[config.mk]
export PLATFORM = sky130hd
export DESIGN_NAME = tppc_top
export DESIGN_NICKNAME = d
export VERILOG_FILES = /design/src/rtl/tppc_pkg.sv /design/src/rtl/tppc_top.sv
export VERILOG_INCLUDE_DIRS = /design/src /design/src/rtl
export SDC_FILE = /design/constraint.sdc
export NUM_CORES = 1
export LEC_CHECK = 0
export BUFFER_PORTS_ARGS = -buffer_cell sky130_fd_sc_hd__buf_2
export CELL_PAD_IN_SITES_DETAIL_PLACEMENT = 0
export CELL_PAD_IN_SITES_GLOBAL_PLACEMENT = 1
export CORE_ASPECT_RATIO = 0.6
export CORE_MARGIN = 2
export CORE_UTILIZATION = 45
export CTS_CLUSTER_DIAMETER = 40
export DETAILED_ROUTE_END_ITERATION = 12
export PLACE_DENSITY_LB_ADDON = 0.1
export SLEW_MARGIN = 5
export SYNTH_ARGS = -nofsm -noshare
export SYNTH_HDL_FRONTEND = slang
export SYNTH_SLANG_ARGS = --single-unit
[constraint.sdc]
create_clock -name clk -period 14.3 [get_ports clk]
set_input_delay 2.145 -clock clk [delete_from_list [all_inputs] [get_ports clk]]
set_output_delay 2.145 -clock clk [all_outputs]
set_load 0.01 [all_outputs]
[src/rtl/tppc_consts.svh]
// Constants of the three-phase PWM controller: register offsets, field positions, reset values.
// Assumes a byte-addressed AXI4-Lite slave with 8 address bits and one 32-bit word per register.
`ifndef TPPC_CONSTS_SVH
`define TPPC_CONSTS_SVH

// Register byte offsets
`define TPPC_OFS_HALF_PERIOD 8'h00
`define TPPC_OFS_DEAD_TIME 8'h04
`define TPPC_OFS_MIN_PULSE 8'h08
`define TPPC_OFS_SYNC_WIDTH 8'h0C
`define TPPC_OFS_DUTY_A 8'h10
`define TPPC_OFS_DUTY_B 8'h14
`define TPPC_OFS_DUTY_C 8'h18
`define TPPC_OFS_SEGMENT 8'h1C
`define TPPC_OFS_GATE_CHOP 8'h20
`define TPPC_OFS_MODE_CTRL 8'h24
`define TPPC_OFS_IO_SHUT_SEL 8'h28
`define TPPC_OFS_SW_TRIP 8'h2C
`define TPPC_OFS_STATUS 8'h30

// Field positions
`define TPPC_MODE_DOUBLE_BIT 6
`define TPPC_SEG_CROSS_LSB 6
`define TPPC_GATE_HIGH_EN_BIT 8
`define TPPC_GATE_LOW_EN_BIT 9
`define TPPC_STAT_TRIP_BIT 0
`define TPPC_STAT_SHUT_BIT 1
`define TPPC_STAT_POL_BIT 2
`define TPPC_STAT_HALF_BIT 3

// Reset values
`define TPPC_HALF_PERIOD_RST 16'h0100
`define TPPC_SYNC_WIDTH_RST 8'h27

// Bus answers
`define TPPC_RESP_OKAY 2'h0
`define TPPC_RESP_SLVERR 2'h2

`endif

[src/rtl/tppc_pkg.sv]
// Types of the three-phase PWM controller: timing unit states and the block's whole state record.
// Assumes the constants header is compiled alongside; the package itself holds no numbers of its own.
package tppc_pkg;

  // Timing unit states, one-hot
  typedef enum logic [2:0] {
    TPPC_HALT = 3'h1,
    TPPC_FIRST = 3'h2,
    TPPC_SECOND = 3'h4
  } tppc_state_t;

  // Every flip-flop of the controller
  typedef struct packed {
    logic awready, wready, arready, aw_hold, w_hold, bvalid, rvalid;
    logic [7:0] aw_addr;
    logic [31:0] w_data;
    logic [3:0] w_strb;
    logic [1:0] bresp, rresp;
    logic [31:0] rdata;
    logic [15:0] tm_sw, pd_sw, tm_act, pd_act;
    logic [9:0] dt_sw, dt_act, gate_sw, gate_act;
    logic [7:0] sync_sw, sync_cnt, chop_cnt;
    logic [2:0][15:0] duty_sw, duty_act;
    logic [8:0] seg_sw, seg_act;
    logic dbl_sw, dbl_act, shut_lat, shut_prev, sync_o, chop;
    logic [11:0] io_sel, io_s1, io_s2;
    logic trip_s1, trip_s2, pol_s1, pol_s2;
    tppc_state_t st;
    logic [15:0] cnt;
    logic [5:0] drive;
    logic sync_irq, shut_irq;
  } tppc_regs_t;

endpackage : tppc_pkg

[src/rtl/tppc_top.sv]
// Three-phase centre-based PWM controller with AXI4-Lite registers, dead time, crossover and chopping.
// Assumes clk at the instruction rate; trip, polarity and I/O lines are asynchronous pins.
//
// Overview of operation
// - Six outputs form three complementary high/low pairs for phases A, B, C.
// - Polarity select pin decides active high or low; OFF level follows it.
// - Period, dead-time and minimum-pulse registers each set by software.
// - Duty registers A, B, C set the duty cycle of pairs A, B, C.
// - Segment register has one disable bit per output; a set bit keeps that output inactive.
// - Three crossover bits swap high and low timing signals of a pair.
// - Eight-bit gate field sets the high-frequency chopping frequency.
// - Separate chopping enables for the high-side and the low-side outputs.
// - Single update mode loads new values once per period, symmetric patterns.
// - Double update mode reloads again at the period midpoint.
// - Mode-control bit 6 selects single or double update.
// - Sync pulse at each period start, plus midpoint in double mode.
// - Trip input low forces all six outputs to their OFF level at once.
// - Each selected I/O line acts as a shutdown exactly like the trip input; here an I/O line shuts down when high, the trip input when low.
// - Hardware shutdown paths bypass all clocked logic.
// - Status reports trip level, polarity level and first or second half.
// - Shutdown sources merge into a reset holding the timing unit inactive.
// - Whole controller runs at the instruction clock; one cycle is the time unit.
// - One interrupt on each sync rising edge, another on any shutdown.
// - Timing unit counts with 16 bits; its raw outputs are active low.
// - Centre-based complementary pairs with dead time between turn-off and turn-on.
// - Period register holds half a period in clock cycles.
// - Dead time equals register value times two clock cycles; zero means none.
// - Sync pulse lasts register value plus one cycles; register resets to 0x27.
// - Sync rising edge transfers configuration, duty and segment values into use.
//
// Added by the designer: the address map and the AXI4-Lite slave port.
`timescale 1ns/1ns
`default_nettype none
`include "tppc_consts.svh"

module tppc_top
  import tppc_pkg::*;
(
  // Clock and reset
  input wire logic clk,
  input wire logic reset,
  // AXI4-Lite write channels
  input wire logic [7:0] s_axi_awaddr,
  input wire logic s_axi_awvalid,
  output logic s_axi_awready,
  input wire logic [31:0] s_axi_wdata,
  input wire logic [3:0] s_axi_wstrb,
  input wire logic s_axi_wvalid,
  output logic s_axi_wready,
  output logic [1:0] s_axi_bresp,
  output logic s_axi_bvalid,
  input wire logic s_axi_bready,
  // AXI4-Lite read channels
  input wire logic [7:0] s_axi_araddr,
  input wire logic s_axi_arvalid,
  output logic s_axi_arready,
  output logic [31:0] s_axi_rdata,
  output logic [1:0] s_axi_rresp,
  output logic s_axi_rvalid,
  input wire logic s_axi_rready,
  // Shutdown and polarity pins
  input wire logic trip_shutdown_input,
  input wire logic output_polarity_select,
  input wire logic [11:0] io_lines,
  // Gate drive outputs
  output logic phase_a_high_drive,
  output logic phase_a_low_drive,
  output logic phase_b_high_drive,
  output logic phase_b_low_drive,
  output logic phase_c_high_drive,
  output logic phase_c_low_drive,
  // Sync and event outputs
  output logic period_sync_pulse,
  output logic sync_irq,
  output logic shutdown_irq
);

  tppc_regs_t q, d;
  logic [31:0] wdata_m;
  logic do_write, start, last, hw_sync_shut, shut_any, sw_set, lat_clr, hw_off;
  logic [16:0] pos;
  logic [2:0] hi_on, lo_on;
  logic [5:0] on_vec;
  logic hs, ls;

  // Register readback, shared by the read channel and the byte-lane merge of writes
  function automatic logic [31:0] tppc_read(input tppc_regs_t r, input logic [7:0] a);
    logic [31:0] v;
    v = 32'h0;
    case (a)
      `TPPC_OFS_HALF_PERIOD: v[15:0] = r.tm_sw;
      `TPPC_OFS_DEAD_TIME: v[9:0] = r.dt_sw;
      `TPPC_OFS_MIN_PULSE: v[15:0] = r.pd_sw;
      `TPPC_OFS_SYNC_WIDTH: v[7:0] = r.sync_sw;
      `TPPC_OFS_DUTY_A: v[15:0] = r.duty_sw[0];
      `TPPC_OFS_DUTY_B: v[15:0] = r.duty_sw[1];
      `TPPC_OFS_DUTY_C: v[15:0] = r.duty_sw[2];
      `TPPC_OFS_SEGMENT: v[8:0] = r.seg_sw;
      `TPPC_OFS_GATE_CHOP: v[9:0] = r.gate_sw;
      `TPPC_OFS_MODE_CTRL: v[`TPPC_MODE_DOUBLE_BIT] = r.dbl_sw;
      `TPPC_OFS_IO_SHUT_SEL: v[11:0] = r.io_sel;
      `TPPC_OFS_STATUS:
      begin
        v[`TPPC_STAT_TRIP_BIT] = r.trip_s2;
        v[`TPPC_STAT_SHUT_BIT] = r.shut_lat;
        v[`TPPC_STAT_POL_BIT] = r.pol_s2;
        v[`TPPC_STAT_HALF_BIT] = (r.st == TPPC_SECOND);
      end
      default: v = 32'h0;
    endcase
    return v;
  endfunction : tppc_read

  // Unmapped offsets answer SLVERR; the software-trip word reads as zero
  function automatic logic tppc_mapped(input logic [7:0] a);
    return (a[1:0] == 2'h0) && (a <= `TPPC_OFS_STATUS);
  endfunction : tppc_mapped

  // Byte-lane merge of a write into the old register word
  function automatic logic [31:0] tppc_merge(input logic [31:0] old_v, input logic [31:0] new_v,
                                             input logic [3:0] strb);
    logic [31:0] m;
    m = old_v;
    for (int i = 0; i < 4; i++)
    begin
      if (strb[i])
        m[8*i +: 8] = new_v[8*i +: 8];
    end
    return m;
  endfunction : tppc_merge

  // Next-state logic for the whole controller
  always_comb
  begin
    d = q;
    sw_set = 1'b0;
    lat_clr = 1'b0;
    start = 1'b0;
    // Two-stage synchronisers for the asynchronous pins
    d.trip_s1 = trip_shutdown_input;
    d.trip_s2 = q.trip_s1;
    d.pol_s1 = output_polarity_select;
    d.pol_s2 = q.pol_s1;
    d.io_s1 = io_lines;
    d.io_s2 = q.io_s1;
    d.sync_irq = 1'b0;
    // Write address and data are taken in either order and held until both are here
    if (s_axi_awvalid && q.awready)
    begin
      d.aw_hold = 1'b1;
      d.aw_addr = s_axi_awaddr;
    end
    if (s_axi_wvalid && q.wready)
    begin
      d.w_hold = 1'b1;
      d.w_data = s_axi_wdata;
      d.w_strb = s_axi_wstrb;
    end
    do_write = q.aw_hold && q.w_hold && !q.bvalid;
    wdata_m = tppc_merge(tppc_read(q, q.aw_addr), q.w_data, q.w_strb);
    if (do_write)
    begin
      d.aw_hold = 1'b0;
      d.w_hold = 1'b0;
      d.bvalid = 1'b1;
      d.bresp = tppc_mapped(q.aw_addr) ? `TPPC_RESP_OKAY : `TPPC_RESP_SLVERR;
      case (q.aw_addr)
        `TPPC_OFS_HALF_PERIOD: d.tm_sw = wdata_m[15:0];
        `TPPC_OFS_DEAD_TIME: d.dt_sw = wdata_m[9:0];
        `TPPC_OFS_MIN_PULSE: d.pd_sw = wdata_m[15:0];
        `TPPC_OFS_SYNC_WIDTH: d.sync_sw = wdata_m[7:0];
        `TPPC_OFS_DUTY_A: d.duty_sw[0] = wdata_m[15:0];
        `TPPC_OFS_DUTY_B: d.duty_sw[1] = wdata_m[15:0];
        `TPPC_OFS_DUTY_C: d.duty_sw[2] = wdata_m[15:0];
        `TPPC_OFS_SEGMENT: d.seg_sw = wdata_m[8:0];
        `TPPC_OFS_GATE_CHOP: d.gate_sw = wdata_m[9:0];
        `TPPC_OFS_MODE_CTRL: d.dbl_sw = wdata_m[`TPPC_MODE_DOUBLE_BIT];
        `TPPC_OFS_IO_SHUT_SEL: d.io_sel = wdata_m[11:0];
        `TPPC_OFS_SW_TRIP: sw_set = 1'b1;
        `TPPC_OFS_STATUS: lat_clr = wdata_m[`TPPC_STAT_SHUT_BIT];
        default: ;
      endcase
    end
    else if (q.bvalid && s_axi_bready)
      d.bvalid = 1'b0;
    // No new write is taken while a response waits
    d.awready = !d.aw_hold && !d.bvalid;
    d.wready = !d.w_hold && !d.bvalid;
    // Read: one outstanding, answered on the next edge
    if (s_axi_arvalid && q.arready)
    begin
      d.rdata = tppc_read(q, s_axi_araddr);
      d.rresp = tppc_mapped(s_axi_araddr) ? `TPPC_RESP_OKAY : `TPPC_RESP_SLVERR;
      d.rvalid = 1'b1;
      d.arready = 1'b0;
    end
    else if (q.rvalid && s_axi_rready)
    begin
      d.rvalid = 1'b0;
      d.arready = 1'b1;
    end
    // Shutdown merge; a new request beats a clear in the same cycle
    hw_sync_shut = !q.trip_s2 || (|(q.io_s2 & q.io_sel));
    if (hw_sync_shut || sw_set)
      d.shut_lat = 1'b1;
    else if (lat_clr)
      d.shut_lat = 1'b0;
    shut_any = hw_sync_shut || q.shut_lat;
    d.shut_prev = shut_any;
    d.shut_irq = shut_any && !q.shut_prev;
    // Half-period counter, 16 bits, one step per instruction cycle
    last = ({1'b0, q.cnt} + 17'h1) >= {1'b0, q.tm_act};
    case (q.st)
      TPPC_HALT: start = 1'b1;
      TPPC_FIRST:
      begin
        if (last)
        begin
          d.st = TPPC_SECOND;
          d.cnt = 16'h0;
          start = q.dbl_act;
        end
        else
          d.cnt = q.cnt + 16'h1;
      end
      TPPC_SECOND:
      begin
        if (last)
          start = 1'b1;
        else
          d.cnt = q.cnt + 16'h1;
      end
      default: d.st = TPPC_HALT;
    endcase
    if (shut_any)
      start = 1'b0;
    // Sync rising edge: new values enter the timing and output units together
    if (start)
    begin
      d.st = (q.st == TPPC_FIRST) ? TPPC_SECOND : TPPC_FIRST;
      d.cnt = 16'h0;
      d.tm_act = q.tm_sw;
      d.dt_act = q.dt_sw;
      d.pd_act = q.pd_sw;
      d.duty_act = q.duty_sw;
      d.seg_act = q.seg_sw;
      d.gate_act = q.gate_sw;
      d.dbl_act = q.dbl_sw;
      d.sync_o = 1'b1;
      d.sync_cnt = q.sync_sw;
      d.sync_irq = 1'b1;
    end
    else if (q.sync_o)
    begin
      if (q.sync_cnt == 8'h0)
        d.sync_o = 1'b0;
      else
        d.sync_cnt = q.sync_cnt - 8'h1;
    end
    // Held in reset while any shutdown stands
    if (shut_any)
    begin
      d.st = TPPC_HALT;
      d.cnt = 16'h0;
      d.sync_o = 1'b0;
    end
    // Chopping square wave: half period of gate field plus one cycles
    if (q.chop_cnt >= q.gate_act[7:0])
    begin
      d.chop_cnt = 8'h0;
      d.chop = !q.chop;
    end
    else
      d.chop_cnt = q.chop_cnt + 8'h1;
    // Centre-based compare: distance from the nearer period edge
    pos = (q.st == TPPC_SECOND) ? ({1'b0, q.tm_act} - {1'b0, q.cnt} - 17'h1) : {1'b0, q.cnt};
    for (int k = 0; k < 3; k++)
    begin
      // Dead time of dt cycles on each side of the centre edge gives 2*dt between pairs
      hi_on[k] = (q.st != TPPC_HALT) && ((18'(pos) + 18'(q.duty_act[k])) >= (18'(q.tm_act) + 18'(q.dt_act)))
                 && ((18'(q.duty_act[k])) >= (18'(q.dt_act) + 18'(q.pd_act)));
      lo_on[k] = (q.st != TPPC_HALT)
                 && ((18'(pos) + 18'(q.duty_act[k]) + 18'(q.dt_act)) < 18'(q.tm_act))
                 && ((18'(q.duty_act[k]) + 18'(q.dt_act) + 18'(q.pd_act)) <= 18'(q.tm_act));
      // Output unit: crossover, per-output disable, then chopping on each side
      hs = q.seg_act[`TPPC_SEG_CROSS_LSB + k] ? lo_on[k] : hi_on[k];
      ls = q.seg_act[`TPPC_SEG_CROSS_LSB + k] ? hi_on[k] : lo_on[k];
      on_vec[2*k] = hs && !q.seg_act[2*k]
                    && (q.chop || !q.gate_act[`TPPC_GATE_HIGH_EN_BIT]);
      on_vec[2*k+1] = ls && !q.seg_act[2*k+1]
                      && (q.chop || !q.gate_act[`TPPC_GATE_LOW_EN_BIT]);
    end
    // Raw commands are active low; the pin sets the sense at the output, so a polarity
    // change never waits on a synchroniser and a reset parks every switch off
    d.drive = ~on_vec;
    if (shut_any)
      d.drive = 6'h3F;
  end

  // State register; asynchronous reset to constants only
  always_ff @(posedge clk or posedge reset)
  begin
    if (reset)
    begin
      q <= '0;
      q.awready <= 1'b1;
      q.wready <= 1'b1;
      q.arready <= 1'b1;
      q.trip_s1 <= 1'b1;
      q.trip_s2 <= 1'b1;
      q.shut_prev <= 1'b1;
      q.st <= TPPC_HALT;
      q.drive <= 6'h3F;
      q.tm_sw <= `TPPC_HALF_PERIOD_RST;
      q.sync_sw <= `TPPC_SYNC_WIDTH_RST;
    end
    else
      q <= d;
  end

  // Unclocked shutdown path: pins reach the outputs even with the clock stopped
  assign hw_off = reset || !trip_shutdown_input || (|(io_lines & q.io_sel));
  assign phase_a_high_drive = (hw_off || q.drive[0]) ? !output_polarity_select : output_polarity_select;
  assign phase_a_low_drive = (hw_off || q.drive[1]) ? !output_polarity_select : output_polarity_select;
  assign phase_b_high_drive = (hw_off || q.drive[2]) ? !output_polarity_select : output_polarity_select;
  assign phase_b_low_drive = (hw_off || q.drive[3]) ? !output_polarity_select : output_polarity_select;
  assign phase_c_high_drive = (hw_off || q.drive[4]) ? !output_polarity_select : output_polarity_select;
  assign phase_c_low_drive = (hw_off || q.drive[5]) ? !output_polarity_select : output_polarity_select;

  // Registered bus and event outputs
  assign s_axi_awready = q.awready;
  assign s_axi_wready = q.wready;
  assign s_axi_bvalid = q.bvalid;
  assign s_axi_bresp = q.bresp;
  assign s_axi_arready = q.arready;
  assign s_axi_rvalid = q.rvalid;
  assign s_axi_rdata = q.rdata;
  assign s_axi_rresp = q.rresp;
  assign period_sync_pulse = q.sync_o;
  assign sync_irq = q.sync_irq;
  assign shutdown_irq = q.shut_irq;
endmodule : tppc_top

`default_nettype wire

==> results.sh, run 1 <==
export IMPL_switching_share_pct=30.63
export IMPL_wirelength_um=102100
export IMPL_tns_ns=0
export IMPL_finalNonFillerCells=3930
export IMPL_rrSetupSlack_ns=5.56
export IMPL_path_class="reg -> reg"
export IMPL_syn_inst=2967
export IMPL_slew_headroom_pct=14.04
export IMPL_setup_viol=0
export IMPL_r2r_end="q[2]"
export IMPL_power_net_switching_mw=0.8754
export IMPL_clk_pin_slew_ns=0.07
export IMPL_ys_ff_latch=366
export IMPL_layout_common_cells="ha_1, dfrtp_1, nand2_1, o21ai_0, a21oi_1"
export IMPL_synth_warnings=0
export IMPL_cp_max_fo=10
export IMPL_start_kind="flop"
export IMPL_grt_pass1_wl_um=151900
export IMPL_cts_hold_buf=0
export IMPL_tightest_slew_ns=1.286
export IMPL_die_x_um=331.0
export IMPL_fin_nets=3579
export IMPL_coreArea_um2=63070
export IMPL_ant_nets=0
export IMPL_antenna_found_initial=3
export IMPL_drtPass1Iterations=7
export IMPL_via_count=24264
export IMPL_critPathLaunch="q[267]"
export IMPL_min_period_ns=8.739
export IMPL_die_area_um2=66280
export IMPL_power_share_clock_pct=42.2
export IMPL_p_int_mw=1.982
export IMPL_ys_seq_area_share_pct=31.80
export IMPL_n_fill_cell=5817
export IMPL_synthArstFlopShare_pct=100.0
export IMPL_h_tree_depth=2
export IMPL_end_kind="flop"
export IMPL_hold_violations=0
export IMPL_peakVddDrop_v=0.00007506
export IMPL_layout_drive_gt1_share_pct=13.17
export IMPL_grt_pass1_vias=22938
export IMPL_synth_edf_count=0
export IMPL_io_pins=123
export IMPL_outcome="complete, no violations"
export IMPL_grt_use_total_pct=30.66
export IMPL_via_per_inst=6.174
export IMPL_p_per_area_nw_per_um2=90.01
export IMPL_clock_skew_ns=0.02161
export IMPL_cts_tree="done"
export IMPL_seq_power_share_pct=44.9
export IMPL_crit_required_ns=14.84
export IMPL_r2r_cells=27
export IMPL_portBuffers=86
export IMPL_die_y_um=200.2
export IMPL_max_cap_viol_count=0
export IMPL_syn_avg_cell_area_um2=9.732
export IMPL_cts_resized_gates=0
export IMPL_hp_class="reg -> reg"
export IMPL_r2r_start="q[267]"
export IMPL_synth_cell_type_count=95
export IMPL_cts_root_buf="clkbuf_16"
export IMPL_rows=71
export IMPL_p_comb_share_pct=12.8
export IMPL_period_share_pct=61.11
export IMPL_gp_congestion=0.9557
export IMPL_synth_ff_type="dfrtp_1"
export IMPL_drcViolationCount=0
export IMPL_start_util_pct=45.78
export IMPL_cts_path_max_buffers=3
export IMPL_synthesis_area_um2=28880
export IMPL_cts_buffers=46
export IMPL_drtIter0Drc=2526
export IMPL_dp_hpwl_um=81770
export IMPL_final_common_cell="ha_1"
export IMPL_syn_to_final_growth_pct=9.945
export IMPL_cts_setup_buffers=0
export IMPL_clk_latency_ns=0.61
export IMPL_wl_per_cell_um=25.98
export IMPL_slew_viol_final=0
export IMPL_antenna_cells_inserted=0
export IMPL_grt_setup_unrepaired="false"
export IMPL_grt_max_degree=85
export IMPL_dp_cells=3845
export IMPL_crit_path_end="q[2]"
export IMPL_worstPathArrival_ns=9.28
export IMPL_p_leak_nw=15.67
export IMPL_max_freq_ghz=0.1144
export IMPL_cts_num_sinks=366
export IMPL_grt_overflow=0
## layer usage
metal	share of wire (%)	global-route usage (%)	up-vias
met1	52	51.04	12002
met2	37	38.35	1066
met3	10	8.715	92
met5	0.039	0	-
met4	1.2	4.456	2
li1	-	-	11102
## flip-flops by register name (all words and copies together) (netlist names)
name,flops
d,14
period_sync_pulse,1
q,326
s_axi_arready,1
s_axi_awready,1
s_axi_bresp,1
s_axi_bvalid,1
s_axi_rdata,16
s_axi_rresp,1
s_axi_rvalid,1
s_axi_wready,1
shutdown_irq,1
sync_irq,1
## logic make-up (layout without fill, tap and decap cells)
family | Yosys count | after routing | synth area share [%]
DFF | 366 | 366 | 31.80
adders and majority gates | 452 | 452 | 20.68
other | 1 | 18 | 0.01299
xor gates and xnor gates | 190 | 190 | 5.789
AOI/OAI and AO/OA | 837 | 837 | 19.13
muxes | 189 | 189 | 7.284
and+or+nand+nor | 714 | 714 | 11.88
buffers and inverters | 218 | 325 | 3.428
## critical path, stage by stage, from the launching register on
cell and delay [ns]:
dfrtp_1 0.55, ha_1 0.30, fa_1 0.44, a211oi_1 0.49, o21ai_0 0.30, and2_1 0.24, o31ai_1 0.64, ha_1 0.38
a21oi_1 0.15, o21ai_0 0.19, o211ai_1 0.77, nand2_1 0.14, xor2_1 0.20, ha_1 0.38, nand3_1 0.09, o2111ai_1 0.59
nand3_2 0.24, nor2_1 0.20, xnor2_1 0.09, ha_1 0.31, nand2_1 0.09, nor2_1 0.38, o21ai_0 0.19, a21oi_1 0.63
nor4_1 0.13, o211a_1 0.24, mux2i_1 0.17, or3_1 0.12
## final cells by class
cell class,instances,area (um2),area share [%]
multi-input combinational,2400,18800,59.22
inverter,118,450.4,1.419
timing repair buffer,122,700.7,2.207
sequential,366,9181,28.92
clock buffer,61,1277,4.024
tap,839,1050,3.307
clock inverter,24,287.8,0.9065
## cells in the mapped netlist (24+ instances only)
library cell,count,share of area [%]
ha_1,410,18
dfrtp_1,348,30
nand2_1,258,3.4
o21ai_0,232,4.0
a21oi_1,171,3.0
nor2_1,156,2.0
mux2_2,144,5.6
xnor2_1,134,4.1
inv_1,116,1.5
a21o_1,87,2.3
a22oi_1,62,1.6
nand3_1,60,1.0
xor2_1,55,1.7
nand2b_1,47,1.0
clkbuf_1,45,0.58
fa_1,42,2.9
buf_4,36,0.94
nor3_1,34,0.59
nand4_1,30,0.65
o21a_1,30,0.78
nor2b_1,28,0.61
a221oi_1,25,0.76
mux2_1,25,0.97
a31oi_1,24,0.52
## power groups by stage
stage	clock [mW]	combinational (mW)	sequential, mW
floorplan	0	0.265	1.23
global placement	0	0.351	1.30
detailed placement	0	0.363	1.30
CTS	1.23	0.364	1.28
global route	1.27	0.403	1.30
finish	1.21	0.367	1.28
## metrics by stage
step	hold slack, ns	instance area (um2)	total power, mW	utilization, %	setup WS [ns]
after global placement	0.3320	30180	1.647	47.85	6.040
final	0.3453	31750	2.858	50.33	5.561
after global routing	0.3543	31750	2.974	50.33	5.265
after CTS	0.3512	31750	2.874	50.33	5.771
after detailed placement	0.3365	30180	1.661	47.85	5.835
after floorplan	0.3312	28940	1.499	-	1.076
## worst min path at each step
stage	from	to	slack, ns	cells after the start
after global routing	d[42]	q[42]	0.35	0
after detailed placement	d[39]	q[39]	0.34	0
after CTS	d[37]	q[37]	0.35	0
final	d[42]	q[42]	0.35	0
after global placement	d[33]	q[33]	0.33	0
after floorplan	d[27]	q[27]	0.33	0
Note: power is estimated with default switching activity, not from simulation.
==> run 2: changes to the inputs <==
Clock period 14.3 ns to 8.85 ns, I/O delays scaled along.
==> run 2 against run 1 <==
Effect of this change: first-iteration DRC count grew 1.6%; non-clock buffer count shrank 1; critical endpoint unchanged; via count shrank 1.1%; largest power group unchanged; setup slack lost 5.0 ns; register-to-register slack lost 5.0 ns; global-route usage shrank 0.12 points.
==> results.sh, run 2 (same netlist as run 1, synthesis figures left out) <==
export IMPL_end_kind="flop"
export IMPL_start_util_pct=45.78
export IMPL_die_area_um2=66280
export IMPL_gp_congestion=0.9742
export IMPL_max_stage_delay_ns=0.81
export IMPL_rows=71
export IMPL_drtPass1Iterations=7
export IMPL_dp_worst_setup_slack_ns=0.8280
export IMPL_top_register="q"
export IMPL_outcome="complete, no violations"
export IMPL_cts_resized_gates=0
export IMPL_wirelength_um=102200
export IMPL_slew_viol_final=0
export IMPL_hp_class="reg -> reg"
export IMPL_tightest_slew_ns=1.261
export IMPL_coreArea_um2=63070
export IMPL_layout_drive_gt1_share_pct=13.18
export IMPL_cp_max_fo=6
export IMPL_grt_overflow=0
export IMPL_hold_violations=0
export IMPL_slowest_stage="o211ai_1"
export IMPL_layout_common_cells="ha_1, dfrtp_1, nand2_1, o21ai_0, a21oi_1"
export IMPL_io_pins=123
export IMPL_clk_pin_slew_ns=0.07
export IMPL_grt_pass1_vias=22592
export IMPL_seqCellArea_um2=9181
export IMPL_h_tree_depth=2
export IMPL_placed_cell_area_um2=30200
export IMPL_worst_slack_ns=0.5721
export IMPL_p_leak_nw=15.65
export IMPL_period_share_pct=93.54
export IMPL_wl_per_cell_um=26.02
export IMPL_max_cap_viol_count=0
export IMPL_path_class="reg -> reg"
export IMPL_start_kind="flop"
export IMPL_cts_root_buf="clkbuf_16"
export IMPL_worstPathArrival_ns=8.79
export IMPL_cts_buffers=46
export IMPL_clk_latency_ns=0.60
export IMPL_final_util_pct=50.33
export IMPL_via_per_inst=6.105
export IMPL_drcViolationCount=0
export IMPL_crit_top_cell="ha_1"
export IMPL_grt_pass1_wl_um=150900
export IMPL_min_period_ns=8.278
export IMPL_n_fill_cell=5835
export IMPL_max_freq_ghz=0.1208
export IMPL_crit_required_ns=9.37
export IMPL_slew_headroom_pct=15.76
export IMPL_peakVddDrop_v=0.0001391
export IMPL_grt_setup_unrepaired="false"
export IMPL_final_common_cell="ha_1"
export IMPL_tns_ns=0
export IMPL_largest_reg_flops=326
export IMPL_grt_use_total_pct=30.54
export IMPL_grt_max_degree=170
export IMPL_portBuffers=86
export IMPL_clock_skew_ns=0.02093
export IMPL_multi_input_area_um2=18800
export IMPL_die_y_um=200.2
export IMPL_antenna_found_initial=3
export IMPL_cts_tree="done"
export IMPL_syn_to_final_growth_pct=9.936
export IMPL_via_count=23987
export IMPL_cts_num_sinks=366
export IMPL_setup_viol=0
export IMPL_dp_hpwl_um=82500
export IMPL_power_mw=4.580
export IMPL_stdcell_area_um2=31740
export IMPL_die_x_um=331.0
export IMPL_p_per_area_nw_per_um2=144.3
export IMPL_cts_path_max_buffers=3
export IMPL_ant_nets=0
export IMPL_drtIter0Drc=2567
export IMPL_cts_hold_buf=0
export IMPL_fin_nets=3578
export IMPL_cts_setup_buffers=0
[run 2: changes by cell type in the layout (fill, tap and decap cells not counted), moves of 2 or more]
cell,previous run,this run
clkinv_8,1,5
bufinv_16,3,1
inv_6,4,6
clkbuf_8,7,5
clkinvlp_4,1,3
buf_12,0,2
buf_4,36,33
clkinv_4,3,0
clkbuf_1,8,6
[run 2: where the power goes]
group	internal [mW]	switching [mW]	leakage, nW
registers	1.86	0.217	4.89
clock network	1.07	0.849	0.758
logic	0.217	0.374	10.0
total	3.14	1.44	15.7
[run 2: final timing paths]
path	from	slack, ns	end	cells past startpoint
max in group asynchronous	reset	6.00	q[192]	5
setup / recovery	q[8]	0.57	q[2]	28
hold reg to reg	d[31]	0.34	q[31]	0
min in group asynchronous	reset	1.16	q[216]	3
setup reg to reg	q[8]	0.57	q[2]	28
hold / removal	d[31]	0.34	q[31]	0
[run 2: stage by stage]
stage          std cells  hold slack, ns
4_1_cts             3928          0.3428
5_1_grt             3928          0.3467
3_5_place_dp        3844          0.3370
6_report            3929          0.3430
2_1_floorplan       2984          0.3312
3_3_place_gp        3844          0.3321
[run 2: cell type report]
cell class | count | share of cell area [%]
antenna | 1 | 0.007883
clock buffer | 57 | 3.914
clock inverter | 27 | 0.9538
inverter | 118 | 1.407
multi-input combinational | 2400 | 59.22
sequential | 366 | 28.92
tap | 839 | 3.307
timing repair buffer | 121 | 2.262
[run 2: per-layer routing]
layer,GRT usage (%),up-vias,wire (um)
li1,-,11108,-
met1,50.91,11796,53110
met2,37.59,972,36740
met3,8.884,109,10860
met4,5.116,2,1499
met5,0,-,7
[run 2: critical path: cells and delay by family (launching register included)]
family / cells / cell delay, ns
buffers and inverters: 2 / 0.35
adder cells (fa/ha/maj): 5 / 1.72
flip-flops: 1 / 0.42
AND/OR/NAND/NOR: 8 / 1.59
multiplexers: 1 / 0.11
XOR/XNOR: 2 / 0.38
AO/OA/AOI/OAI: 10 / 3.57
